## src/include/sram_front_pkg.sv

```systemverilog
// Purpose: shared constants and types for the burst sram control front end
// Assumes: one 20 MHz clock, asynchronous active-low reset
// Notes:   the data word is four byte lanes of nine bits each

`default_nettype none

package sram_front_pkg;

    // clock figures
    localparam int CLK_PERIOD_NS = 50;

    // address and data geometry
    localparam int ADDR_W      = 18;
    localparam int LANES       = 4;
    localparam int LANE_W      = 9;
    localparam int DATA_W      = LANES * LANE_W;
    localparam int BURST_W     = 2;
    localparam int UPPER_W     = ADDR_W - BURST_W;

    // write buffer geometry
    localparam int FIFO_DEPTH  = 16;
    localparam int WR_WORD_W   = ADDR_W + LANES + DATA_W;

    // field positions inside a buffered write word
    localparam int WR_DATA_LSB = 0;
    localparam int WR_LANE_LSB = DATA_W;
    localparam int WR_ADDR_LSB = DATA_W + LANES;

    // reset values and lane masks
    localparam logic [1:0]         BURST_CNT_RST = 2'h0;
    localparam logic [ADDR_W-1:0]  ADDR_RST      = 18'h00000;
    localparam logic [LANES-1:0]   ALL_LANES     = 4'hF;
    localparam logic [LANES-1:0]   NO_LANES      = 4'h0;

    // kind of cycle in progress after a clock edge
    typedef enum logic [1:0] {
        CYC_IDLE,
        CYC_READ,
        CYC_WRITE
    } cyc_t;

endpackage

`default_nettype wire

```

## src/hw/word_fifo.sv

```systemverilog
// Purpose: small first-in first-out buffer with registered read data
// Assumes: depth is a power of two; one clock, asynchronous active-low reset
// Notes:   holds depth words plus one in the output register

`timescale 1ns/1ps
`default_nettype none

module word_fifo #(
    parameter int WIDTH = sram_front_pkg::WR_WORD_W,
    parameter int DEPTH = sram_front_pkg::FIFO_DEPTH
) (
    input  wire logic             sys_clk,
    input  wire logic             rstn,
    input  wire logic             in_valid,
    output logic                  in_ready,
    input  wire logic [WIDTH-1:0] in_data,
    output logic                  out_valid,
    input  wire logic             out_ready,
    output logic [WIDTH-1:0]      out_data
);

    localparam int PW = $clog2(DEPTH);
    localparam logic [PW:0] FULL_COUNT = (PW + 1)'(DEPTH);

    typedef struct packed {
        logic [DEPTH-1:0][WIDTH-1:0] mem;
        logic [PW-1:0]               wr_ptr;
        logic [PW-1:0]               rd_ptr;
        logic [PW:0]                 count;
        logic                        out_valid;
        logic [WIDTH-1:0]            out_data;
    } fifo_state_t;

    fifo_state_t s_ff;
    fifo_state_t nxt_s;
    logic        push;
    logic        pop;

    // handshake outputs straight from state
    assign in_ready  = (s_ff.count != FULL_COUNT);
    assign out_valid = s_ff.out_valid;
    assign out_data  = s_ff.out_data;

    // next state: refill the output register whenever it is free or drained
    always_comb begin
        nxt_s = s_ff;
        push  = in_valid && in_ready;
        pop   = (s_ff.count != '0) && (!s_ff.out_valid || out_ready);
        if (s_ff.out_valid && out_ready) begin
            nxt_s.out_valid = 1'b0;
        end
        if (pop) begin
            nxt_s.out_data  = s_ff.mem[s_ff.rd_ptr];
            nxt_s.out_valid = 1'b1;
            nxt_s.rd_ptr    = PW'(s_ff.rd_ptr + 1'b1);
        end
        if (push) begin
            nxt_s.mem[s_ff.wr_ptr] = in_data;
            nxt_s.wr_ptr           = PW'(s_ff.wr_ptr + 1'b1);
        end
        if (push && !pop) begin
            nxt_s.count = (PW + 1)'(s_ff.count + 1'b1);
        end else if (pop && !push) begin
            nxt_s.count = (PW + 1)'(s_ff.count - 1'b1);
        end
    end

    // state register
    always_ff @(posedge sys_clk or negedge rstn) begin
        if (!rstn) begin
            s_ff <= '0;
        end else begin
            s_ff <= nxt_s;
        end
    end

endmodule

`default_nettype wire

```

## src/hw/sync_burst_sram_control.sv

```systemverilog
// Purpose: control front end of a synchronous flow-through burst sram
// Assumes: the bus master runs on sys_clk; the array has separate read and write ports
// Notes:   writes queue in a buffer and reach the array self-timed

`timescale 1ns/1ps
`default_nettype none

module sync_burst_sram_control #(
    parameter bit HAS_DEPTH_SEL = 1'b1,
    parameter int FIFO_DEPTH    = sram_front_pkg::FIFO_DEPTH
) (
    input  wire logic                                 sys_clk,
    input  wire logic                                 rstn,
    // address pins
    input  wire logic [sram_front_pkg::UPPER_W-1:0]   addr_upper,
    input  wire logic                                 addr_bit_one,
    input  wire logic                                 addr_bit_zero,
    // select and strobe pins
    input  wire logic                                 chip_select_n,
    input  wire logic                                 chip_select_high,
    input  wire logic                                 depth_select_low_n,
    input  wire logic                                 processor_addr_strobe_n,
    input  wire logic                                 controller_addr_strobe_n,
    input  wire logic                                 burst_step_n,
    // write control pins
    input  wire logic                                 lane_write_1_n,
    input  wire logic                                 lane_write_2_n,
    input  wire logic                                 lane_write_3_n,
    input  wire logic                                 lane_write_4_n,
    input  wire logic                                 byte_write_gate_n,
    input  wire logic                                 global_write_n,
    // asynchronous and static pins
    input  wire logic                                 output_enable_n,
    input  wire logic                                 burst_mode,
    input  wire logic                                 sleep_request,
    // two-way data pins, one lane each
    input  wire logic [sram_front_pkg::LANE_W-1:0]    data_byte_lane_1_in,
    output logic      [sram_front_pkg::LANE_W-1:0]    data_byte_lane_1_out,
    output logic      [sram_front_pkg::LANE_W-1:0]    data_byte_lane_1_oe,
    input  wire logic [sram_front_pkg::LANE_W-1:0]    data_byte_lane_2_in,
    output logic      [sram_front_pkg::LANE_W-1:0]    data_byte_lane_2_out,
    output logic      [sram_front_pkg::LANE_W-1:0]    data_byte_lane_2_oe,
    input  wire logic [sram_front_pkg::LANE_W-1:0]    data_byte_lane_3_in,
    output logic      [sram_front_pkg::LANE_W-1:0]    data_byte_lane_3_out,
    output logic      [sram_front_pkg::LANE_W-1:0]    data_byte_lane_3_oe,
    input  wire logic [sram_front_pkg::LANE_W-1:0]    data_byte_lane_4_in,
    output logic      [sram_front_pkg::LANE_W-1:0]    data_byte_lane_4_out,
    output logic      [sram_front_pkg::LANE_W-1:0]    data_byte_lane_4_oe,
    // array read port
    output logic                                      arr_rd_en,
    output logic      [sram_front_pkg::ADDR_W-1:0]    arr_rd_addr,
    input  wire logic [sram_front_pkg::DATA_W-1:0]    arr_rd_data,
    // array write port
    output logic                                      arr_wr_valid,
    input  wire logic                                 arr_wr_ready,
    output logic      [sram_front_pkg::ADDR_W-1:0]    arr_wr_addr,
    output logic      [sram_front_pkg::LANES-1:0]     arr_wr_lanes,
    output logic      [sram_front_pkg::DATA_W-1:0]    arr_wr_data,
    // status
    output logic                                      write_ready,
    output logic                                      selected,
    output logic                                      standby
);

    localparam int ADDR_W  = sram_front_pkg::ADDR_W;
    localparam int UPPER_W = sram_front_pkg::UPPER_W;
    localparam int LANE_W  = sram_front_pkg::LANE_W;
    localparam int LANES   = sram_front_pkg::LANES;
    localparam int DATA_W  = sram_front_pkg::DATA_W;
    localparam int WW      = sram_front_pkg::WR_WORD_W;

    // whole state of the front end apart from the write buffer
    typedef struct packed {
        logic [1:0]         sleep_sync;
        logic [1:0]         mode_sync;
        logic [ADDR_W-1:0]  addr;
        logic [1:0]         count;
        logic               selected;
        sram_front_pkg::cyc_t cyc;
    } front_state_t;

    front_state_t s_ff;
    front_state_t nxt_s;

    // combinational helpers
    logic              sel_now;
    logic              proc_start;
    logic              ctrl_start;
    logic              sleeping;
    logic              linear;
    logic [LANES-1:0]  lane_req;
    logic [LANES-1:0]  wr_lanes;
    logic              wr_req;
    logic              wr_pins_active;
    logic [ADDR_W-1:0] ext_addr;
    logic [ADDR_W-1:0] nxt_eff_addr;
    logic [ADDR_W-1:0] cur_eff_addr;
    logic [DATA_W-1:0] data_in;
    logic              drive_en;
    logic              push_valid;
    logic              push_ready;
    logic [WW-1:0]     push_word;
    logic              pop_valid;
    logic [WW-1:0]     pop_word;

    // low two address bits of a burst beat
    function automatic logic [1:0] burst_low(
        input logic [1:0] base,
        input logic [1:0] cnt,
        input logic       lin
    );
        logic [1:0] res;
        if (lin) begin
            res = 2'(base + cnt);
        end else begin
            res = base ^ cnt;
        end
        return res;
    endfunction

    // full word address of a burst beat
    function automatic logic [ADDR_W-1:0] beat_addr(
        input logic [ADDR_W-1:0] base,
        input logic [1:0]        cnt,
        input logic              lin
    );
        return {base[ADDR_W-1:2], burst_low(base[1:0], cnt, lin)};
    endfunction

    // pin groups gathered into words
    assign ext_addr = {addr_upper, addr_bit_one, addr_bit_zero};
    assign data_in  = {data_byte_lane_4_in, data_byte_lane_3_in,
                       data_byte_lane_2_in, data_byte_lane_1_in};

    // lane requests, low means write that lane
    assign lane_req = ~{lane_write_4_n, lane_write_3_n,
                        lane_write_2_n, lane_write_1_n};

    // enable decode from the three selects
    assign sel_now = !chip_select_n
                   && chip_select_high
                   && (!HAS_DEPTH_SEL || !depth_select_low_n);

    // strobes; the processor strobe is dead while the primary select is high
    assign proc_start = !processor_addr_strobe_n && !chip_select_n;
    assign ctrl_start = !controller_addr_strobe_n;

    // synchronised static and asynchronous levels
    assign sleeping = s_ff.sleep_sync[1];
    assign linear   = !s_ff.mode_sync[1];

    // lane selection: global write overrides, byte lanes need the gate
    always_comb begin
        if (!global_write_n) begin
            wr_lanes = sram_front_pkg::ALL_LANES;
        end else if (!byte_write_gate_n) begin
            wr_lanes = lane_req;
        end else begin
            wr_lanes = sram_front_pkg::NO_LANES;
        end
    end
    assign wr_req = (wr_lanes != sram_front_pkg::NO_LANES);

    // pins ask for a write right now, so the drivers must let go at once
    assign wr_pins_active = !global_write_n
                          || (!byte_write_gate_n && (lane_req != '0));

    // next state of the cycle engine, strobe, select, address and write pins taken on the same edge
    always_comb begin
        nxt_s            = s_ff;
        nxt_s.sleep_sync = {s_ff.sleep_sync[0], sleep_request};
        nxt_s.mode_sync  = {s_ff.mode_sync[0], burst_mode};
        if (sleeping) begin
            // standby ends any burst; a new strobe is needed after wake-up
            nxt_s.selected = 1'b0;
            nxt_s.cyc      = sram_front_pkg::CYC_IDLE;
        end else if (proc_start) begin
            // processor strobe wins over the controller strobe
            nxt_s.addr     = ext_addr;
            nxt_s.count    = sram_front_pkg::BURST_CNT_RST;
            nxt_s.selected = sel_now;
            nxt_s.cyc      = sel_now ? sram_front_pkg::CYC_READ
                                     : sram_front_pkg::CYC_IDLE;
        end else if (ctrl_start) begin
            nxt_s.addr     = ext_addr;
            nxt_s.count    = sram_front_pkg::BURST_CNT_RST;
            nxt_s.selected = sel_now;
            if (!sel_now) begin
                nxt_s.cyc = sram_front_pkg::CYC_IDLE;
            end else if (wr_req) begin
                nxt_s.cyc = sram_front_pkg::CYC_WRITE;
            end else begin
                nxt_s.cyc = sram_front_pkg::CYC_READ;
            end
        end else if (s_ff.selected) begin
            // burst continuation or wait cycle
            if (!burst_step_n) begin
                nxt_s.count = 2'(s_ff.count + 1'b1);
            end
            nxt_s.cyc = wr_req ? sram_front_pkg::CYC_WRITE
                               : sram_front_pkg::CYC_READ;
        end else begin
            nxt_s.cyc = sram_front_pkg::CYC_IDLE;
        end
    end

    // effective addresses of the coming and the current beat
    assign nxt_eff_addr = beat_addr(nxt_s.addr, nxt_s.count, linear);
    assign cur_eff_addr = beat_addr(s_ff.addr, s_ff.count, linear);

    // write word enters the buffer on the same edge that registers the pins
    assign push_valid = (nxt_s.cyc == sram_front_pkg::CYC_WRITE);
    assign push_word  = {nxt_eff_addr, wr_lanes, data_in};

    // state register
    always_ff @(posedge sys_clk or negedge rstn) begin
        if (!rstn) begin
            s_ff <= '0;
        end else begin
            s_ff <= nxt_s;
        end
    end

    // write buffer; the array drains it at its own pace
    word_fifo #(
        .WIDTH (WW),
        .DEPTH (FIFO_DEPTH)
    ) u_write_buffer (
        .sys_clk   (sys_clk),
        .rstn      (rstn),
        .in_valid  (push_valid),
        .in_ready  (push_ready),
        .in_data   (push_word),
        .out_valid (pop_valid),
        .out_ready (arr_wr_ready),
        .out_data  (pop_word)
    );

    // self-timed completion toward the array
    assign arr_wr_valid = pop_valid;
    assign arr_wr_addr  = pop_word[sram_front_pkg::WR_ADDR_LSB +: ADDR_W];
    assign arr_wr_lanes = pop_word[sram_front_pkg::WR_LANE_LSB +: LANES];
    assign arr_wr_data  = pop_word[sram_front_pkg::WR_DATA_LSB +: DATA_W];
    assign write_ready  = push_ready;

    // flow-through read: array data goes to the pins with no output stage
    assign arr_rd_en   = (s_ff.cyc == sram_front_pkg::CYC_READ);
    assign arr_rd_addr = cur_eff_addr;

    // output drivers: async enable gates them, never during writes or sleep
    assign drive_en = !output_enable_n
                    && arr_rd_en
                    && !wr_pins_active
                    && !sleeping;

    // lane outputs; enable kept per bit so every pin has its own enable
    assign data_byte_lane_1_out = arr_rd_data[0*LANE_W +: LANE_W];
    assign data_byte_lane_2_out = arr_rd_data[1*LANE_W +: LANE_W];
    assign data_byte_lane_3_out = arr_rd_data[2*LANE_W +: LANE_W];
    assign data_byte_lane_4_out = arr_rd_data[3*LANE_W +: LANE_W];
    assign data_byte_lane_1_oe  = {LANE_W{drive_en}};
    assign data_byte_lane_2_oe  = {LANE_W{drive_en}};
    assign data_byte_lane_3_oe  = {LANE_W{drive_en}};
    assign data_byte_lane_4_oe  = {LANE_W{drive_en}};

    // status from state
    assign selected = s_ff.selected;
    assign standby  = sleeping;

endmodule

`default_nettype wire

```

## config.mk

```make
export PLATFORM = sky130hd
export DESIGN_NAME = sync_burst_sram_control
export DESIGN_NICKNAME = d
export VERILOG_FILES = /design/src/include/sram_front_pkg.sv /design/src/hw/word_fifo.sv /design/src/hw/sync_burst_sram_control.sv
export SDC_FILE = /design/constraint.sdc
export NUM_CORES = 2
export LEC_CHECK = 0
export BUFFER_PORTS_ARGS = -buffer_cell sky130_fd_sc_hd__buf_2
export CORE_UTILIZATION = 30
export DETAILED_ROUTE_END_ITERATION = 12
export GPL_ROUTABILITY_DRIVEN = 0
export PLACE_DENSITY = 0.57
export SLEW_MARGIN = 40
export SYNTH_ARGS = -nofsm -noshare
export SYNTH_HDL_FRONTEND = slang
export SYNTH_HIERARCHICAL = 1
export SYNTH_SLANG_ARGS = --single-unit
```

## constraint.sdc

```tcl
create_clock -name sys_clk -period 19.7 [get_ports sys_clk]
set_input_delay 4.925 -clock sys_clk [delete_from_list [all_inputs] [get_ports sys_clk]]
set_output_delay 4.925 -clock sys_clk [all_outputs]
set_load 0.005 [all_outputs]
```

==> flow_metrics.tcl <==
set metrics [dict create \
    outcome "finished with violations" \
    violations "DRC" \
    cts_made_buffers 110 \
    port_buffers 188 \
    syn-instance-count 2953 \
    die_h_um 396.7 \
    pin_count 261 \
    min_period_ns 11.32 \
    hold_viol 0 \
    drc 48 \
    yosys.area.top_type_share 0.5499 \
    overflow 0 \
    cp-endpoint "data_byte_lane_3_oe[0]" \
    cts_tree "built" \
    end_kind "output pin" \
    p_per_area_nw_per_um2 117.5 \
    worstPathRequired_ns 14.78 \
    yosys_warnings 6 \
    cts_sinks 1027 \
    synth_cell_type_count 41 \
    routed-via-count 24950 \
    ant_nets 0 \
    wl_mm 116.6 \
    die_x_um 396.7 \
    critical_path_arrival_ns 6.39 \
    post-cts-setup-buffers 0 \
    ys_seq_area_frac 0.5499 \
    cts_resized 0 \
    drv_slew 0 \
    synthTopCellsByCount "dfrtp_1, mux2_2, mux4_2, buf_4, o22ai_1" \
    reg2reg_slack_ns 15.89 \
    leakage_uw 0.02535 \
    async_flop_share 1.000 \
    gr-usage-all-layers 0.1492 \
    avgSynthCellArea_um2 15.83 \
    synthesis.nets 3074 \
    dieArea_um2 157400 \
    hp-class "reg2reg" \
    synthTopCellsByArea "dfrtp_1, mux2_2, mux4_2" \
    detail_route.wl_per_cell_um 23.04 \
    ys_ff_latch 1027 \
    clk_pin_slew_ns 0.06 \
    drtPass1Iterations 10 \
    ir_drop_mv 0.08583 \
    grt_max_degree 143 \
    critPathLaunchType "input port" \
    slew_headroom 0.4280 \
    rsz0062_at_grt "no" \
    drive_above_1_share 0.5585 \
    dp_hpwl_mm 65.67 \
    first_iter_violations 1174 \
    root_buffer "clkbuf_16" \
    cts_max_level 3 \
    crit_path_start "global_write_n" \
    fmax_ghz 0.08836 \
    grt_pass1_vias 26530 \
    fin_tns_setup_ns 0 \
    synth_area_um2 46740 \
    clk_latency_ns 0.72 \
    power_uw 6170 \
    cp_max_fo 22 \
    initial_utilization 0.3027 \
    antenna_found_initial 13 \
    tightest_slew_ns 0.8581 \
    drv_cap 0 \
    cts_hold_buf 0 \
    crit_type "in2out" \
    synth_area_leader_cell "dfrtp_1" \
    synthFlopType "dfrtp_1" \
    regToRegStartpoint "selected" \
    rr_endpoint "u_write_buffer/s_ff[724]" \
    coreArea_um2 154400 \
    cts_buffer_depth 3 \
    fin_skew_ns 0.04406 \
    reg2regPathDepth 8 \
    row_count 144 \
    holdWs_ns 0.3466 \
    yosysMostFrequentCell "dfrtp_1" \
    finalSetupViolCount 0 \
    final_nets 3036 \
    timing.final.crit_share 0.5745 \
    viasPerCell 4.929 \
    synth_edf_count 0 \
    syn_to_final_growth_pct 12.36 \
    grt_first_pass_wirelength_mm 177.0 \
]
-- area by class of cell --
class / instances / area [um2]
tap: 2044 / 2557
clock buffer: 154 / 3238
multi-input combinational: 1519 / 18560
timing repair buffer: 249 / 1683
antenna: 7 / 17.52
clock inverter: 53 / 719.4
fill: 14900 / 101900
inverter: 8 / 30.03
sequential: 1027 / 25710
-- registers in the layout, indices dropped and copies added, names as in the netlist --
name	count
arr_rd_addr	16
selected	1
standby	1
s_ff	7
u_write_buffer/out_data	58
u_write_buffer/s_ff	941
nxt_s	2
u_write_buffer/out_valid	1
-- worst min-delay path by stage --
| stage | cells after the start | startpoint | end |
|---|---|---|---|
| 6_report | 0 | nxt_s[26] | standby |
| 5_1_grt | 0 | nxt_s[24] | s_ff[24] |
| 3_3_place_gp | 0 | nxt_s[26] | standby |
| 2_1_floorplan | 0 | nxt_s[24] | s_ff[24] |
| 4_1_cts | 0 | nxt_s[26] | standby |
| 3_5_place_dp | 0 | nxt_s[26] | standby |
-- kinds of logic (layout without fill, tap and decap cells) --
| logic type | after synthesis | after routing | share of synthesized area |
|---|---|---|---|
| AOI/OAI and AO/OA | 192 | 192 | 0.02409 |
| xor gates and xnor gates | 16 | 16 | 0.002999 |
| adders and majority gates | 13 | 13 | 0.003641 |
| buffers and inverters | 407 | 464 | 0.05598 |
| DFF | 1027 | 1027 | 0.5499 |
| muxes | 1241 | 1241 | 0.3548 |
| other | 0 | 7 | 0 |
| and+or+nand+nor | 57 | 57 | 0.008594 |
-- where the power goes --
group / switching (uW) / leakage, uW / internal [uW]
logic: 769 / 0.00933 / 639
clock network: 892 / 0.00197 / 1320
registers: 191 / 0.0141 / 2350
-- metrics by stage --
step | cells | util | setup slack, ns | instance area (um2)
after global placement | 4836 | 0.3124 | 8.202 | 48240
after global routing | 5056 | 0.3400 | 8.227 | 52500
final | 5061 | 0.3401 | 8.382 | 52510
after CTS | 5052 | 0.3395 | 8.339 | 52430
after detailed placement | 4845 | 0.3139 | 8.342 | 48470
after floorplan | 2953 | - | 6.558 | 46740
-- routing by layer --
metal  global-route usage  routed length, um
met5                    0                 54
met4              0.04013               2426
met3              0.02694               4541
met2               0.2381              55160
met1               0.2076              54420
-- placed cells by master, fill, tap and decap left out, types with 4 or more instances in the layout --
cell and n:
buf_4 33, inv_6 4, nand2_1 9, xnor2_1 15, nor2b_1 5, inv_1 8
nand4_1 4, bufinv_16 13, diode_2 7, mux2_1 25, mux2_2 980, clkbuf_8 32
clkbuf_1 12, mux2i_1 4, clkinv_2 27, buf_6 13, nor2_1 10, clkbuf_16 110
ha_1 12, nand3_4 12, buf_16 5, o21ai_0 6, dfrtp_1 1024, buf_12 10
mux4_2 232, a21oi_1 62, o22ai_1 114, buf_2 187
-- critical path, stage by stage --
cell      delay [ns]
buf_2           0.14
o21ai_1         0.09
buf_4           0.20
nor4bb_4        0.60
buf_4           0.30
buf_2           0.14
Power figures use the tool's default switching activity.
